$ cat src/common/uart_rx_cfg.svh
// Register map, field positions, reset values and timing counts of the receive/data block.
// Assumes a 12-bit byte address on the register bus.
`ifndef UART_RX_CFG_SVH
`define UART_RX_CFG_SVH
// ---------------------------------------------------------------
// Offsets
// ---------------------------------------------------------------
`define OFS_DATA_PORT     12'h000
`define OFS_ERR_STATUS    12'h004
`define OFS_LINE_CONTROL  12'h01c
`define OFS_BAUD_DIVISOR  12'h024
`define OFS_IRQ_ENABLE    12'h038
`define OFS_IRQ_STATUS    12'h03c
`define OFS_IRQ_CLEAR     12'h044
// ---------------------------------------------------------------
// Fields
// ---------------------------------------------------------------
`define DP_FRAMING_BIT    8
`define DP_OVERRUN_BIT    11
`define LC_PARITY_EN_BIT  1
`define LC_EVEN_BIT       2
`define LC_FIFO_EN_BIT    4
`define LC_STICK_BIT      7
`define IRQ_WIDTH         5
`define IRQ_CHAR_BIT      0
`define IRQ_OVERRUN_BIT   4
// ---------------------------------------------------------------
// Reset values and timing
// ---------------------------------------------------------------
`define LINE_CONTROL_RST  8'h00
`define BAUD_DIVISOR_RST  16'h0000
`define IRQ_ENABLE_RST    5'h00
`define START_MID_TICK    4'h7
`define LAST_TICK         4'hf
`define LAST_DATA_BIT     3'h7
`define RESP_OKAY         2'h0
`define RESP_DECERR       2'h3
`endif

$ cat src/common/uart_rx_pkg.sv
// Types shared by the receive/data block.
// Assumes nothing of its surroundings.
package uart_rx_pkg;
   typedef enum logic [5:0] {
      RX_IDLE     = 6'b000001,
      RX_START    = 6'b000010,
      RX_DATA     = 6'b000100,
      RX_PARITY   = 6'b001000,
      RX_STOP     = 6'b010000,
      RX_WAITHIGH = 6'b100000
   } rx_state_t;
   typedef enum logic [3:0] {
      RD_IDLE = 4'b0001,
      RD_POP  = 4'b0010,
      RD_FORM = 4'b0100,
      RD_RESP = 4'b1000
   } rd_state_t;
endpackage

$ cat src/rx_fifo_mem.sv
// Storage array of the receive FIFO, one write port and a registered read port.
// Assumes the caller keeps the pointers; the array itself has no reset.
`timescale 1ns/10ps
module rx_fifo_mem #(
   parameter int WIDTH  = 11,
   parameter int DEPTH  = 16,
   parameter int ADDR_W = 4
) (
   // Clock and reset
   input  wire logic              clock,
   input  wire logic              arst_n,
   // Write port
   input  wire logic              wrEn,
   input  wire logic [ADDR_W-1:0] wrAddr,
   input  wire logic [WIDTH-1:0]  wrData,
   // Read port
   input  wire logic [ADDR_W-1:0] rdAddr,
   output logic      [WIDTH-1:0]  rdData
);
   logic [WIDTH-1:0] store [DEPTH];

   always_ff @(posedge clock) begin
      if (wrEn) begin
         store[wrAddr] <= wrData;
      end
   end

   always_ff @(posedge clock or negedge arst_n) begin
      if (!arst_n) begin
         rdData <= '0;
      end else begin
         rdData <= store[rdAddr];
      end
   end
endmodule

$ cat src/rx_serial_frame.sv
// Receive deserialiser: one start bit, eight data bits, optional parity, one stop bit.
// Assumes tickEn pulses sixteen times per bit period.
`timescale 1ns/10ps
`include "uart_rx_cfg.svh"
module rx_serial_frame import uart_rx_pkg::*; (
   // Clock and reset
   input  wire logic       clock,
   input  wire logic       arst_n,
   // Control
   input  wire logic       tickEn,
   input  wire logic       parityEnable,
   input  wire logic       evenParity,
   input  wire logic       stickParity,
   // Serial line
   input  wire logic       rxPin,
   // Received character
   output logic            charValid,
   output logic [7:0]      charData,
   output logic            framingErr,
   output logic            parityErr,
   output logic            breakErr
);
   logic [2:0] sync_reg, sync_next;
   logic       line_reg, line_next;
   rx_state_t  state_reg, state_next;
   logic [3:0] tick_reg, tick_next;
   logic [2:0] bit_reg, bit_next;
   logic [7:0] shift_reg, shift_next;
   logic       par_reg, par_next;
   logic       valid_next, frm_next, perr_next, brk_next;
   logic [7:0] data_next;
   logic       expected;

   always_comb begin
      sync_next  = {sync_reg[1:0], rxPin};
      line_next  = (sync_reg[1] == sync_reg[2]) ? sync_reg[2] : line_reg;
      state_next = state_reg;
      tick_next  = tick_reg;
      bit_next   = bit_reg;
      shift_next = shift_reg;
      par_next   = par_reg;
      valid_next = 1'b0;
      data_next  = charData;
      frm_next   = framingErr;
      perr_next  = parityErr;
      brk_next   = breakErr;
      expected   = stickParity ? !evenParity : (evenParity ? ^shift_reg : ~^shift_reg);
      unique case (state_reg)
         RX_IDLE: begin
            tick_next = '0;
            if (!line_reg) begin
               state_next = RX_START;
            end
         end
         RX_START: if (tickEn) begin
            tick_next = tick_reg + 4'h1;
            if (tick_reg == `START_MID_TICK) begin
               tick_next  = '0;
               bit_next   = '0;
               state_next = line_reg ? RX_IDLE : RX_DATA;
            end
         end
         RX_DATA, RX_PARITY, RX_STOP: if (tickEn) begin
            tick_next = tick_reg + 4'h1;
            if (tick_reg == `LAST_TICK) begin
               if (state_reg == RX_DATA) begin
                  shift_next = {line_reg, shift_reg[7:1]};
                  bit_next   = bit_reg + 3'h1;
                  if (bit_reg == `LAST_DATA_BIT) begin
                     state_next = parityEnable ? RX_PARITY : RX_STOP;
                  end
               end else if (state_reg == RX_PARITY) begin
                  par_next   = line_reg;
                  state_next = RX_STOP;
               end else begin
                  valid_next = 1'b1;
                  // All-zero frame with a low stop bit is a break
                  brk_next   = !line_reg && shift_reg == 8'h00 && !(parityEnable && par_reg);
                  frm_next   = !line_reg && !brk_next;
                  perr_next  = parityEnable && !brk_next && par_reg != expected;
                  data_next  = brk_next ? 8'h00 : shift_reg;
                  par_next   = 1'b0;
                  // A stop bit still low must not be taken as the next start bit
                  state_next = line_reg ? RX_IDLE : RX_WAITHIGH;
               end
            end
         end
         RX_WAITHIGH: if (line_reg) begin
            state_next = RX_IDLE;
         end
      endcase
   end

   always_ff @(posedge clock or negedge arst_n) begin
      if (!arst_n) begin
         sync_reg   <= 3'h7;
         line_reg   <= 1'b1;
         state_reg  <= RX_IDLE;
         tick_reg   <= '0;
         bit_reg    <= '0;
         shift_reg  <= '0;
         par_reg    <= 1'b0;
         charValid  <= 1'b0;
         charData   <= '0;
         framingErr <= 1'b0;
         parityErr  <= 1'b0;
         breakErr   <= 1'b0;
      end else begin
         sync_reg   <= sync_next;
         line_reg   <= line_next;
         state_reg  <= state_next;
         tick_reg   <= tick_next;
         bit_reg    <= bit_next;
         shift_reg  <= shift_next;
         par_reg    <= par_next;
         charValid  <= valid_next;
         charData   <= data_next;
         framingErr <= frm_next;
         parityErr  <= perr_next;
         breakErr   <= brk_next;
      end
   end
endmodule

$ cat src/uart_rx_data_error_status.sv
// Data port, receive FIFO and receive error status of an asynchronous serial port.
// Assumes an AXI4-Lite master on one side and a serial transmitter on rxPin.
// What this block does
// - Data port write with byte 0 strobe set sends low byte to transmit path unless txFull, else it is dropped; read returns oldest received byte.
// - Framing flag, data bit 8 and status bit 0, set when stop bit is low and the frame is not a break.
// - Parity flag, data bit 9 and status bit 1, set on parity mismatch per control.
// - Break flag, data bit 10 and status bit 2, set when line low a frame.
// - Break stores one zero character, then waits for line high and new start.
// - Overrun flag, data bit 11 and status bit 3, set when a character arrives while full; FIFO untouched.
// - Data port overrun flag clears itself once the FIFO has room again.
// - Any write to error clear register clears all four sticky status flags.
// - In FIFO mode data port flags describe the character at the FIFO top.
// - Error clear is write-only at offset 0x04, shared with the status register.
`timescale 1ns/10ps
`include "uart_rx_cfg.svh"
module uart_rx_data_error_status import uart_rx_pkg::*; #(
   parameter int DEPTH  = 16,
   parameter int PTR_W  = 4,
   parameter int ADDR_W = 12
) (
   // Clock and reset
   input  wire logic              clock,
   input  wire logic              arst_n,
   // AXI4-Lite write address
   input  wire logic              s_axi_awvalid,
   output logic                   s_axi_awready,
   input  wire logic [ADDR_W-1:0] s_axi_awaddr,
   // AXI4-Lite write data
   input  wire logic              s_axi_wvalid,
   output logic                   s_axi_wready,
   input  wire logic [31:0]       s_axi_wdata,
   input  wire logic [3:0]        s_axi_wstrb,
   // AXI4-Lite write response
   output logic                   s_axi_bvalid,
   input  wire logic              s_axi_bready,
   output logic [1:0]             s_axi_bresp,
   // AXI4-Lite read address
   input  wire logic              s_axi_arvalid,
   output logic                   s_axi_arready,
   input  wire logic [ADDR_W-1:0] s_axi_araddr,
   // AXI4-Lite read data
   output logic                   s_axi_rvalid,
   input  wire logic              s_axi_rready,
   output logic [31:0]            s_axi_rdata,
   output logic [1:0]             s_axi_rresp,
   // Serial receive line
   input  wire logic              rxPin,
   // Transmit path
   output logic                   txPush,
   output logic [7:0]             txData,
   input  wire logic              txFull,
   // Interrupt
   output logic                   irq
);
   localparam int EW = 11;

   // ---------------------------------------------------------------
   // Write channel
   // ---------------------------------------------------------------
   logic              awHave_reg, awHave_next, wHave_reg, wHave_next;
   logic [ADDR_W-1:0] awAddr_reg, awAddr_next;
   logic [31:0]       wData_reg, wData_next;
   logic [3:0]        wStrb_reg, wStrb_next;
   logic              bValid_reg, bValid_next;
   logic [1:0]        bResp_reg, bResp_next;
   logic              doWrite, wrData, wrClear, wrLine, wrDiv, wrIrqEn, wrIrqClr;
   logic              txPush_next;
   logic [7:0]        txData_next;

   assign s_axi_awready = !awHave_reg && !bValid_reg;
   assign s_axi_wready  = !wHave_reg && !bValid_reg;
   assign s_axi_bvalid  = bValid_reg;
   assign s_axi_bresp   = bResp_reg;
   assign doWrite       = awHave_reg && wHave_reg && !bValid_reg;

   always_comb begin
      awHave_next = awHave_reg;
      wHave_next  = wHave_reg;
      awAddr_next = awAddr_reg;
      wData_next  = wData_reg;
      wStrb_next  = wStrb_reg;
      bValid_next = bValid_reg;
      bResp_next  = bResp_reg;
      wrData = 1'b0;
      wrClear = 1'b0;
      wrLine = 1'b0;
      wrDiv = 1'b0;
      wrIrqEn = 1'b0;
      wrIrqClr = 1'b0;
      if (s_axi_awvalid && s_axi_awready) begin
         awHave_next = 1'b1;
         awAddr_next = s_axi_awaddr;
      end
      if (s_axi_wvalid && s_axi_wready) begin
         wHave_next = 1'b1;
         wData_next = s_axi_wdata;
         wStrb_next = s_axi_wstrb;
      end
      if (doWrite) begin
         awHave_next = 1'b0;
         wHave_next  = 1'b0;
         bValid_next = 1'b1;
         bResp_next  = `RESP_OKAY;
         unique case ({awAddr_reg[ADDR_W-1:2], 2'b00})
            `OFS_DATA_PORT:    wrData   = 1'b1;
            `OFS_ERR_STATUS:   wrClear  = 1'b1;
            `OFS_LINE_CONTROL: wrLine   = 1'b1;
            `OFS_BAUD_DIVISOR: wrDiv    = 1'b1;
            `OFS_IRQ_ENABLE:   wrIrqEn  = 1'b1;
            `OFS_IRQ_CLEAR:    wrIrqClr = 1'b1;
            default:           bResp_next = `RESP_DECERR;
         endcase
      end else if (bValid_reg && s_axi_bready) begin
         bValid_next = 1'b0;
      end
      txPush_next = wrData && wStrb_reg[0] && !txFull;
      txData_next = txPush_next ? wData_reg[7:0] : txData;
   end

   always_ff @(posedge clock or negedge arst_n) begin
      if (!arst_n) begin
         awHave_reg <= 1'b0;
         wHave_reg  <= 1'b0;
         awAddr_reg <= '0;
         wData_reg  <= '0;
         wStrb_reg  <= '0;
         bValid_reg <= 1'b0;
         bResp_reg  <= `RESP_OKAY;
         txPush     <= 1'b0;
         txData     <= '0;
      end else begin
         awHave_reg <= awHave_next;
         wHave_reg  <= wHave_next;
         awAddr_reg <= awAddr_next;
         wData_reg  <= wData_next;
         wStrb_reg  <= wStrb_next;
         bValid_reg <= bValid_next;
         bResp_reg  <= bResp_next;
         txPush     <= txPush_next;
         txData     <= txData_next;
      end
   end

   // ---------------------------------------------------------------
   // Configuration and bit-rate divider
   // ---------------------------------------------------------------
   logic [7:0]            lineCtl_reg, lineCtl_next;
   logic [15:0]           divisor_reg, divisor_next, divCnt_reg, divCnt_next;
   logic [`IRQ_WIDTH-1:0] irqEn_reg, irqEn_next;
   logic                  tickEn, fifoEn;

   assign tickEn = divisor_reg != 16'h0000 && divCnt_reg == divisor_reg - 16'h0001;
   assign fifoEn = lineCtl_reg[`LC_FIFO_EN_BIT];

   always_comb begin
      lineCtl_next = wrLine ? wData_reg[7:0] : lineCtl_reg;
      divisor_next = wrDiv ? wData_reg[15:0] : divisor_reg;
      irqEn_next   = wrIrqEn ? wData_reg[`IRQ_WIDTH-1:0] : irqEn_reg;
      divCnt_next  = (tickEn || wrDiv) ? 16'h0000 : divCnt_reg + 16'h0001;
   end

   always_ff @(posedge clock or negedge arst_n) begin
      if (!arst_n) begin
         lineCtl_reg <= `LINE_CONTROL_RST;
         divisor_reg <= `BAUD_DIVISOR_RST;
         irqEn_reg   <= `IRQ_ENABLE_RST;
         divCnt_reg  <= '0;
      end else begin
         lineCtl_reg <= lineCtl_next;
         divisor_reg <= divisor_next;
         irqEn_reg   <= irqEn_next;
         divCnt_reg  <= divCnt_next;
      end
   end

   // ---------------------------------------------------------------
   // Receiver and FIFO
   // ---------------------------------------------------------------
   logic             charValid, charFrm, charPar, charBrk;
   logic [7:0]       charData;
   logic [PTR_W-1:0] wrPtr_reg, wrPtr_next, rdPtr_reg, rdPtr_next;
   logic [PTR_W:0]   count_reg, count_next;
   logic             full, push, pop, overrun;
   logic [EW-1:0]    topEntry;

   rx_serial_frame receiver (
      .clock        (clock),
      .arst_n       (arst_n),
      .tickEn       (tickEn),
      .parityEnable (lineCtl_reg[`LC_PARITY_EN_BIT]),
      .evenParity   (lineCtl_reg[`LC_EVEN_BIT]),
      .stickParity  (lineCtl_reg[`LC_STICK_BIT]),
      .rxPin        (rxPin),
      .charValid    (charValid),
      .charData     (charData),
      .framingErr   (charFrm),
      .parityErr    (charPar),
      .breakErr     (charBrk)
   );

   rx_fifo_mem #(.WIDTH(EW), .DEPTH(DEPTH), .ADDR_W(PTR_W)) storage (
      .clock  (clock),
      .arst_n (arst_n),
      .wrEn   (push),
      .wrAddr (wrPtr_reg),
      .wrData ({charBrk, charPar, charFrm, charData}),
      .rdAddr (rdPtr_reg),
      .rdData (topEntry)
   );

   // With the FIFO off the queue is a single holding entry
   assign full    = fifoEn ? count_reg == (PTR_W+1)'(DEPTH) : count_reg != '0;
   assign push    = charValid && !full;
   assign overrun = charValid && full;

   always_comb begin
      wrPtr_next = push ? wrPtr_reg + 1'b1 : wrPtr_reg;
      rdPtr_next = pop ? rdPtr_reg + 1'b1 : rdPtr_reg;
      count_next = count_reg + (PTR_W+1)'(push) - (PTR_W+1)'(pop);
   end

   always_ff @(posedge clock or negedge arst_n) begin
      if (!arst_n) begin
         wrPtr_reg <= '0;
         rdPtr_reg <= '0;
         count_reg <= '0;
      end else begin
         wrPtr_reg <= wrPtr_next;
         rdPtr_reg <= rdPtr_next;
         count_reg <= count_next;
      end
   end

   // ---------------------------------------------------------------
   // Error flags and interrupts
   // ---------------------------------------------------------------
   logic                  ovrLive_reg, ovrLive_next;
   logic [3:0]            sticky_reg, sticky_next, errSet;
   logic [`IRQ_WIDTH-1:0] irqStat_reg, irqStat_next, irqSet;

   assign errSet = {overrun, push && charBrk, push && charPar, push && charFrm};
   assign irqSet = {errSet, push};
   assign irq    = |(irqStat_reg & irqEn_reg);

   always_comb begin
      // Set wins over any clear arriving in the same cycle
      ovrLive_next = overrun || (ovrLive_reg && full);
      sticky_next  = errSet | (wrClear ? 4'h0 : sticky_reg);
      irqStat_next = irqSet | (irqStat_reg & ~(wrIrqClr ? wData_reg[`IRQ_WIDTH-1:0] : '0));
   end

   always_ff @(posedge clock or negedge arst_n) begin
      if (!arst_n) begin
         ovrLive_reg <= 1'b0;
         sticky_reg  <= '0;
         irqStat_reg <= '0;
      end else begin
         ovrLive_reg <= ovrLive_next;
         sticky_reg  <= sticky_next;
         irqStat_reg <= irqStat_next;
      end
   end

   // ---------------------------------------------------------------
   // Read channel
   // ---------------------------------------------------------------
   rd_state_t         rdState_reg, rdState_next;
   logic [ADDR_W-1:0] arAddr_reg, arAddr_next;
   logic              hadChar_reg, hadChar_next, ovrSnap_reg, ovrSnap_next;
   logic [31:0]       rData_reg, rData_next;
   logic [1:0]        rResp_reg, rResp_next;
   logic              rdIsData;

   assign s_axi_arready = rdState_reg == RD_IDLE;
   assign s_axi_rvalid  = rdState_reg == RD_RESP;
   assign s_axi_rdata   = rData_reg;
   assign s_axi_rresp   = rResp_reg;
   assign rdIsData      = {arAddr_reg[ADDR_W-1:2], 2'b00} == `OFS_DATA_PORT;
   assign pop           = rdState_reg == RD_POP && rdIsData && count_reg != '0;

   always_comb begin
      rdState_next = rdState_reg;
      arAddr_next  = arAddr_reg;
      hadChar_next = hadChar_reg;
      ovrSnap_next = ovrSnap_reg;
      rData_next   = rData_reg;
      rResp_next   = rResp_reg;
      unique case (rdState_reg)
         RD_IDLE: if (s_axi_arvalid) begin
            arAddr_next  = s_axi_araddr;
            rdState_next = RD_POP;
         end
         RD_POP: begin
            hadChar_next = count_reg != '0;
            ovrSnap_next = ovrLive_reg;
            rdState_next = RD_FORM;
         end
         RD_FORM: begin
            rResp_next   = `RESP_OKAY;
            rData_next   = 32'h0000_0000;
            rdState_next = RD_RESP;
            unique case ({arAddr_reg[ADDR_W-1:2], 2'b00})
               `OFS_DATA_PORT: begin
                  // Flags travel with the character just popped from the top
                  if (hadChar_reg) begin
                     rData_next[`DP_OVERRUN_BIT-1:0] = topEntry;
                  end
                  rData_next[`DP_OVERRUN_BIT] = ovrSnap_reg;
               end
               `OFS_ERR_STATUS:   rData_next[3:0] = sticky_reg;
               `OFS_LINE_CONTROL: rData_next[7:0] = lineCtl_reg;
               `OFS_BAUD_DIVISOR: rData_next[15:0] = divisor_reg;
               `OFS_IRQ_ENABLE:   rData_next[`IRQ_WIDTH-1:0] = irqEn_reg;
               `OFS_IRQ_STATUS:   rData_next[`IRQ_WIDTH-1:0] = irqStat_reg;
               `OFS_IRQ_CLEAR:    rData_next = 32'h0000_0000;
               default:           rResp_next = `RESP_DECERR;
            endcase
         end
         RD_RESP: if (s_axi_rready) begin
            rdState_next = RD_IDLE;
         end
      endcase
   end

   always_ff @(posedge clock or negedge arst_n) begin
      if (!arst_n) begin
         rdState_reg <= RD_IDLE;
         arAddr_reg  <= '0;
         hadChar_reg <= 1'b0;
         ovrSnap_reg <= 1'b0;
         rData_reg   <= '0;
         rResp_reg   <= `RESP_OKAY;
      end else begin
         rdState_reg <= rdState_next;
         arAddr_reg  <= arAddr_next;
         hadChar_reg <= hadChar_next;
         ovrSnap_reg <= ovrSnap_next;
         rData_reg   <= rData_next;
         rResp_reg   <= rResp_next;
      end
   end
endmodule

$ cat config.mk
export PLATFORM = sky130hd
export DESIGN_NAME = uart_rx_data_error_status
export DESIGN_NICKNAME = d
export VERILOG_FILES = /design/src/common/uart_rx_pkg.sv /design/src/rx_fifo_mem.sv /design/src/rx_serial_frame.sv /design/src/uart_rx_data_error_status.sv
export VERILOG_INCLUDE_DIRS = /design/src /design/src/common
export SDC_FILE = /design/constraint.sdc
export NUM_CORES = 1
export LEC_CHECK = 0
export BUFFER_PORTS_ARGS = -buffer_cell sky130_fd_sc_hd__buf_4
export CAP_MARGIN = 20
export CORE_MARGIN = 4
export CORE_UTILIZATION = 27
export CTS_BUF_LIST = sky130_fd_sc_hd__clkbuf_16
export CTS_CLUSTER_DIAMETER = 200
export DETAILED_ROUTE_END_ITERATION = 7
export PLACE_DENSITY = 0.52
export SLEW_MARGIN = 30
export SYNTH_ARGS = -nofsm -noshare
export SYNTH_HDL_FRONTEND = slang
export SYNTH_HIERARCHICAL = 1
export SYNTH_SLANG_ARGS = --single-unit
$ cat constraint.sdc
create_clock -name clock -period 3.9 [get_ports clock]
set_clock_uncertainty 0.1 [all_clocks]
set_input_delay 0.78 -clock clock [delete_from_list [all_inputs] [get_ports clock]]
set_output_delay 0.78 -clock clock [all_outputs]
set_load 0.02 [all_outputs]
== After elaboration in Yosys (flattened, before gate mapping) ==
Memories as Yosys holds them, arrays and structs flattened. A register that Yosys moved wholly into a read port is not among the register bits.
Cells that the tools add are included.

* Latch bits: 0
* Bits in writable memories: 176
* Flip-flop bits (word level): 185
* Memories: 1
* Bits of input ports: 69
* Output and inout port bits: 51
* Bits in read-only memories: 0

{| class="wikitable"
|+ Memory list
! name !! depth !! bits a word !! rd ports !! clocked after Yosys merged registers in !! write ports !! RTL line !! text
|-
| storage.store || 16 || 11 || 1 || 1 || 1 || rx_fifo_mem.sv:20 || <nowiki>logic [WIDTH-1:0] store [DEPTH];</nowiki>
|}

* Reductions and logical operators: 60
* Order comparisons: 0
* Mux-type cells: 67
* Shift-type cells: 0
* Eq/ne operators: 38
* Bitwise operators: 7
* $mul: 0
* Divide/modulo/power cells: 0
* Add/subtract/negate cells: 8

{| class="wikitable"
|+ Operators with widths
! kind !! number
|-
| 2-to-1 mux 6 bit || 10
|-
| equality test 10 x 4 -> 1 bit, second input constant || 5
|-
| 2-to-1 mux 1 bit || 29
|-
| 2-to-1 mux 4 bit || 7
|-
| logical AND 1 bit || 24
|-
| case mux 4 bit (6 select lines) || 1
|-
| case mux 6 bit (4 select lines) || 1
|-
| equality test 10 x 1 -> 1 bit, second input constant || 2
|-
| equality test 10 x 3 -> 1 bit, second input constant || 2
|-
| equality test 10 x 5 -> 1 bit, second input constant || 2
|-
| zero test 10 bit || 2
|-
| 2-to-1 mux 3 bit || 6
|-
| adder 16 x 1 -> 16 bit, second input constant || 1
|-
| equality test 16 bit || 1
|-
| 2-to-1 mux 16 bit || 1
|-
| case mux 4 bit (4 select lines) || 1
|-
| nonzero test 16 bit || 1
|-
| subtractor 16 x 1 -> 16 bit, second input constant || 1
|-
| adder 4 x 1 -> 4 bit, second input constant || 3
|-
| case mux 4 bit (3 select lines) || 1
|-
| 2-to-1 mux 11 bit || 1
|-
| bitwise AND 5 bit || 2
|-
| zero test 1 bit || 10
|-
| 2-to-1 mux 5 bit || 2
|-
| 47 further kinds || 64
|}

== Longest topological paths before layout ==
Gate-level depths: netlist of the first run.

* Depth in word-level cells: 7
* Gate-level depth with buffers: 18

== Cells and area by module ==
The synthesis of the first run kept the hierarchy.

{| class="wikitable"
|+ Modules (own cells, without submodules)
! module !! area each (um^2) !! instances !! cells an instance
|-
| rx_fifo_mem || 7053.0 || 1 || 305
|-
| uart_rx_data_error_status || 6861.6 || 1 || 598
|-
| rx_serial_frame || 1866.8 || 1 || 172
|}

== Least setup slack after synthesis of the first run ==
No wires, ideal clock.

* Path type: register to register
* Start point: reg divisor_reg[0]
* End point: reg receiver.state_reg[2]
* Period minus slack after synthesis: 3717 ps
* Cell stages (with the launch flop): 14
* Arrival time: 3492 ps
* Required time: 3675 ps
* Buffers on the path: 1
* Slack: 183 ps
* Cell sequence: dfrtp_1 -> inv_1 -> ha_1 -> nor3b_1 -> a31oi_1 -> a2111oi_2 -> o2111ai_2 -> nor4_1 -> and3_1 -> clkbuf_1 -> inv_1 -> o2111a_1 -> or3_4 -> mux2_4

* Cells in the longest elaborated chain, start to end: 5

{| class="wikitable"
|+ Ends and longest elaborated chain
! what !! RTL line !! text
|-
| start: declaration || uart_rx_data_error_status.sv:148 || <nowiki>logic [15:0] divisor_reg, divisor_next, divCnt_reg, divCnt_next;</nowiki>
|-
| start signal: assignment || uart_rx_data_error_status.sv:165 || <nowiki>divisor_reg <= `BAUD_DIVISOR_RST;</nowiki>
|-
| start signal: assignment || uart_rx_data_error_status.sv:170 || <nowiki>divisor_reg <= divisor_next;</nowiki>
|-
| subtractor 16 x 1 -> 16 bit || uart_rx_data_error_status.sv:152 || <nowiki>assign tickEn = divisor_reg != 16'h0000 && divCnt_reg == divisor_reg - 16'h0001;</nowiki>
|-
| equality test 16 bit || uart_rx_data_error_status.sv:152 ||
|-
| logical AND 1 bit * || uart_rx_data_error_status.sv:152 ||
|-
| net tickEn || uart_rx_data_error_status.sv:150 || <nowiki>logic tickEn, fifoEn;</nowiki>
|-
| inequality test 2 bit (no source line) || -- ||
|-
| AND reduction 7 bit (no source line) * || -- ||
|-
| end signal: assignment || rx_serial_frame.sv:111 || <nowiki>state_reg <= state_next;</nowiki>
|-
| end: declaration || rx_serial_frame.sv:25 || <nowiki>rx_state_t state_reg, state_next;</nowiki>
|}

The timed path passes the listed nets; every way through them passes the cells marked *.
A chain may end at the register's enable or synchronous reset.

== Final worst setup path of the first run ==
* Start point: reg divisor_reg[8]
* End point: reg receiver.state_reg[3]

Same word-level chain as after synthesis.

==> qor.txt, run 1 <==
outcome - completed
Cell Count Post-Placement - 1,918
Setup crit start kind - flop
Die Height - 250 µm
Worst Setup Path Type - reg2reg
IO buf count - 80
CTS Buffer Depth - 3
max reg flops - 176
vias in the first global route - 9,352
CP top delay family - simple AND/OR/NAND/NOR gates
slowest stage cell, crit path - dfrtp_1
Synth area leader - edfxtp_1
Seq/Total Area, Yosys - 0.637
Sequential Power Share - 0.487
number of nets with antenna violations after routing - 0
Final Non-Filler Cells - 1,990
Clk network pwr share - 0.365
commonest non-fill, non-tap cells in the layout - 183 x dfrtp_1, 176 x edfxtp_1, 126 x buf_4
drt first-iter violations - 558
Root Buffer - clkbuf_16
peak supply drop - 0.369 mV
Placer Congestion - 0.770
Final Hold Viols - 0
post-synthesis cell count - 1,075
Slew headroom - 0.449
CTS H-tree depth - 2
ant diodes - 0
Netlist cell types - 82
Internal - 6.99 mW
I/O pin count - 120
Max stage delay on crit path - 0.50 ns
final setup margin - 0.255 ns
total gr overflow - 0
via count - 9,240
switching share of power - 0.280
pre-CTS WS - -0.135 ns
CTS Hold Bufs - 0
routed vias/inst - 4.64
largest net degree at the start of global routing - 81
Total Routing Usage GR - 0.113
DRT Pass-1 Iters - 7
Area growth syn-to-layout - 18.1%
predominant post-synthesis flop cell - dfrtp_1
Crit. End Element - flop
Finish-stage setup viols - 0
Arrival @ worst endpoint - 3.99 ns
LEAKAGE - 6.83 nW
Starting Density - 0.273
Mean Syn Cell Area - 14.7 µm²
HPWL after DPL - 23.6 mm
drt total wl - 35.7 mm
PwrDens - 521 nW/µm²
Final nets - 1,281
share of cells above drive strength 1 - 0.267
Post-CTS Setup Inserts - 0
fin crit share - 0.935
setup TNS - 0 ns
Logic pwr share - 0.148
ys async rst share - 0.519
synth warn - 6
clk_lat worst skew - 0.56 ns
clock sinks - 366
DRC viols - 0
top post-synthesis cells by area - edfxtp_1 33%, dfrtp_1 29%, mux2_2 5.7%
FF+latch count, synth - 366
Least-Margin Pin Slew - 0.818 ns
buffers plus inverters on the worst setup path - 2
setup repair after global routing missed its margin - no
initial antenna violation count - 0
Final min period - 3.65 ns
number of synthesized flops with an enable pin - 176
Slew Limit Fails - 0
routed len/inst - 18.0 µm
Synth top area share - 0.335
Tightest Hold Check Type - in2async
crit-path max FO - 7
Die W - 250 µm
worst-path cell chain - nor4_4, a31oi_1, a2111oi_2, o2111ai_2, nor4_2, buf_4, and3_1, inv_1, o2111a_1, or3_4, mux2_4
synthesized area - 15,800 µm²
maxcap violations - 0
Clock transition at path regs - 0.06 ns
# rows - 88
Core Region - 57,800 µm²
Largest Register - storage/store
first-pass GRT wire length - 55.9 mm
WP data required - 4.25 ns
total CTS buffers - 39
Sw Pwr - 2.72 mW
die area - 62,400 µm²
Layout Utilization - 0.322
CTS tree - done
maximum clock rate - 0.274 GHz
commonest non-fill, non-tap cell in the layout - dfrtp_1
## per-layer routing
metal | vias to the layer above | global-route usage | wire, µm
li1 | 4266 | - | -
met1 | 4750 | 0.152 | 16100
met2 | 178 | 0.184 | 17100
met3 | 46 | 0.0267 | 1850
met4 | 0 | 0.0308 | 708
met5 | - | 0 | 0
## power groups by stage
stage | clock network (mW) | registers, mW | logic, mW
2_1_floorplan | 0 | 4.65 | 1.07
3_3_place_gp | 0 | 4.80 | 1.42
3_5_place_dp | 0 | 4.81 | 1.44
4_1_cts | 3.65 | 4.74 | 1.45
5_1_grt | 3.82 | 4.79 | 1.60
6_report | 3.54 | 4.73 | 1.44
## worst paths after layout
kind | cells after the start | start | to | slack, ns
max reg2reg | 11 | divisor_reg[8] | receiver/state_reg[3] | 0.25
min | 1 | arst_n | divCnt_reg[6] | 0.15
max in group asynchronous | 2 | arst_n | receiver/charData[6] | 2.70
min reg2reg | 0 | receiver/sync_reg[0] | receiver/sync_reg[1] | 0.26
max | 11 | divisor_reg[8] | receiver/state_reg[3] | 0.25
min in group clock | 1 | rxPin | receiver/sync_reg[0] | 0.22
## logic make-up (layout without fill, tap and decap cells)
logic type               count (synthesis)  after routing  synth area share
AO/OA/AOI/OAI                          142            142            0.0679
XOR/XNOR                                51             51            0.0283
adder cells (fa/ha/maj)                 19             19            0.0154
buffers and inverters                   96            231            0.0314
flip-flops                             366            366             0.637
multiplexers                           137            137             0.133
other                                    1             16          0.000238
AND/OR/NAND/NOR                        263            263            0.0876
## final cells by class
cell class | instances | area [µm²]
fillers | 5675 | 39200
flip-flops and latches | 366 | 10100
multi-input cells | 628 | 5320
repair buffers | 128 | 980
clock buffers | 39 | 976
well taps | 765 | 957
clock inverters | 33 | 238
inverters | 31 | 116
## per-stage QoR
step	hold WS, ns	cell area [µm²]	power [mW]
final	0.150	18600	9.71
after global routing	0.195	18600	10.2
after CTS	0.163	18600	9.84
after detailed placement	0.251	17400	6.25
after global placement	0.248	17400	6.22
after floorplan	0.245	15800	5.72
## repair_timing
item / in CTS / in global routing
hold endpoints to repair: 0 / 0
gates resized for setup: 1 / 1
endpoints found under the setup margin: 15 / 14
pin swaps: 0 / 0
## cell usage after synthesis, types with 25 or more instances
master,number
nand2_1,69
mux4_2,28
xor2_1,25
mux2_2,80
xnor2_1,26
edfxtp_1,176
o21ai_0,25
clkbuf_1,27
a22oi_1,25
inv_1,31
dfrtp_1,184
nor2_1,69
No activity file was read; power rests on OpenSTA's default activity.
==> run 2, diff against run 1 <==
--- a/config.mk
+++ b/config.mk
@@ -13,7 +13,8 @@
 export CTS_BUF_LIST = sky130_fd_sc_hd__clkbuf_16
 export CTS_CLUSTER_DIAMETER = 200
 export DETAILED_ROUTE_END_ITERATION = 7
-export PLACE_DENSITY = 0.52
+export PLACE_DENSITY = 0.5
+export RECOVER_POWER = 50
 export SLEW_MARGIN = 30
 export SYNTH_ARGS = -nofsm -noshare
 export SYNTH_HDL_FRONTEND = slang
==> constraint.sdc (replaced) <==
create_clock -name clock -period 4.7 [get_ports clock]
set_clock_uncertainty 0.1 [all_clocks]
set_input_delay 0.94 -clock clock [delete_from_list [all_inputs] [get_ports clock]]
set_output_delay 0.94 -clock clock [all_outputs]
set_load 0.02 [all_outputs]
==> qor.txt, run 2 (synthesized netlist as in run 1, its figures left out) <==
outcome - finished with violations
failing checks - capacitance limit, slew limit
number of nets with antenna violations after routing - 0
Fillers - 5,699
Reg-to-Reg Start - divisor_reg[5]
Slew headroom - -0.700
DRC viols - 0
final std cell area, no fill - 18,500 µm²
setup TNS - 0 ns
Core Region - 57,800 µm²
Area growth syn-to-layout - 17.5%
drt first-iter violations - 812
Slew Limit Fails - 101
Cell Area, Placed - 17,300 µm²
Die Height - 250 µm
clock sinks - 366
DRT Pass-1 Iters - 6
CTS Buffer Depth - 3
peak supply drop - 0.254 mV
Design Power - 8.15 mW
CTS tree - done
PwrDens - 440 nW/µm²
CTS H-tree depth - 2
clk_lat worst skew - 0.57 ns
crit-path max FO - 11
Arrival @ worst endpoint - 4.59 ns
Finish-stage setup viols - 0
maxcap violations - 1
commonest non-fill, non-tap cell in the layout - dfrtp_1
Setup crit start kind - flop
ant diodes - 0
share of cells above drive strength 1 - 0.251
total gr overflow - 0
Clock transition at path regs - 0.06 ns
Crit. End Element - flop
CTS Hold Bufs - 0
Placer Congestion - 0.769
Tightest Hold Check Type - reg2reg
Hold Crit Start - receiver/sync_reg[0]
I/O pin count - 120
max reg flops - 176
vias in the first global route - 9,282
total CTS buffers - 40
Final min period - 4.27 ns
fin crit share - 0.908
die area - 62,400 µm²
largest net degree at the start of global routing - 101
drt total wl - 35.0 mm
pre-CTS WS - 0.231 ns
HPWL after DPL - 23.2 mm
setup repair after global routing missed its margin - no
final setup margin - 0.434 ns
maximum clock rate - 0.234 GHz
initial antenna violation count - 1
routed vias/inst - 4.61
Final nets - 1,264
Root Buffer - clkbuf_16
Starting Density - 0.273
WP data required - 5.02 ns
Total Routing Usage GR - 0.112
commonest non-fill, non-tap cells in the layout - 183 x dfrtp_1, 176 x edfxtp_1, 104 x buf_4
first-pass GRT wire length - 55.6 mm
Die W - 250 µm
Critical path origin - divisor_reg[5]
IO buf count - 80
# rows - 88
routed len/inst - 17.7 µm
Least-Margin Pin Slew - 2.55 ns
Final Hold Viols - 0
Largest Register - storage/store
Worst Setup Path Type - reg2reg
LEAKAGE - 6.77 nW
via count - 9,105
-- run 2: cell count changes in the layout (fill, tap and decap cells not counted), moves of 2 or more --
| cell | previous run | this run |
|---|---|---|
| buf_4 | 126 | 104 |
| bufinv_16 | 2 | 4 |
| clkbuf_1 | 0 | 2 |
| clkbuf_2 | 0 | 3 |
| clkinv_1 | 13 | 8 |
| clkinv_2 | 9 | 5 |
| dfstp_1 | 0 | 3 |
| dfstp_2 | 6 | 3 |
| inv_1 | 35 | 40 |
| inv_2 | 0 | 2 |
-- run 2: layout make-up --
cell class / instances / area (µm²) / share of cell area
well taps: 765 / 957 / 0.0516
multi-input cells: 628 / 5310 / 0.286
flip-flops and latches: 366 / 10000 / 0.542
repair buffers: 110 / 811 / 0.0437
inverters: 31 / 116 / 0.00628
clock inverters: 33 / 298 / 0.0161
clock buffers: 40 / 1000 / 0.0540
-- run 2: per-layer routing --
metal	track usage	up-vias	wire, µm
li1	-	4238	-
met1	0.152	4623	15900
met2	0.181	192	16800
met3	0.0230	52	1580
met4	0.0320	0	706
met5	0	-	0
-- run 2: report_power, final --
part	internal [mW]	switching, mW
clock	1.79	1.30
combinational	0.530	0.584
sequential	3.60	0.360
-- run 2: path summary, 6_finish.rpt --
path / to / slack (ns) / depth (start not counted)
max in group asynchronous: receiver/charData[6] / 1.03 / 2
max: receiver/state_reg[2] / 0.43 / 11
min reg2reg: receiver/sync_reg[1] / 0.26 / 0
min in group asynchronous: divCnt_reg[11] / 1.02 / 1
min: receiver/sync_reg[1] / 0.26 / 0
max reg2reg: receiver/state_reg[2] / 0.43 / 11
-- run 2: metrics by stage --
stage	util	cells	hold slack [ns]
after floorplan	-	1090	0.245
after global placement	0.299	1900	0.248
after detailed placement	0.299	1900	0.248
after CTS	0.321	1973	0.256
after global routing	0.321	1973	0.265
final	0.321	1973	0.260
-- run 2: worst max-delay path, stage by stage, from the launching register on --
cell and delay, ns:
dfrtp_1 0.45, nor3_2 0.52, a31oi_1 0.18, a2111oi_2 0.42, o2111ai_2 0.21, nor4_1 0.72, buf_4 0.25, and3_1 0.25
inv_1 0.09, o2111a_1 0.25, or3_4 0.37, mux2_4 0.31
-- run 2: what timing repair did --
action,4_1_cts,5_1_grt
buffers inserted,0,0
gates resized for setup,0,1
setup endpoints to repair,0,2
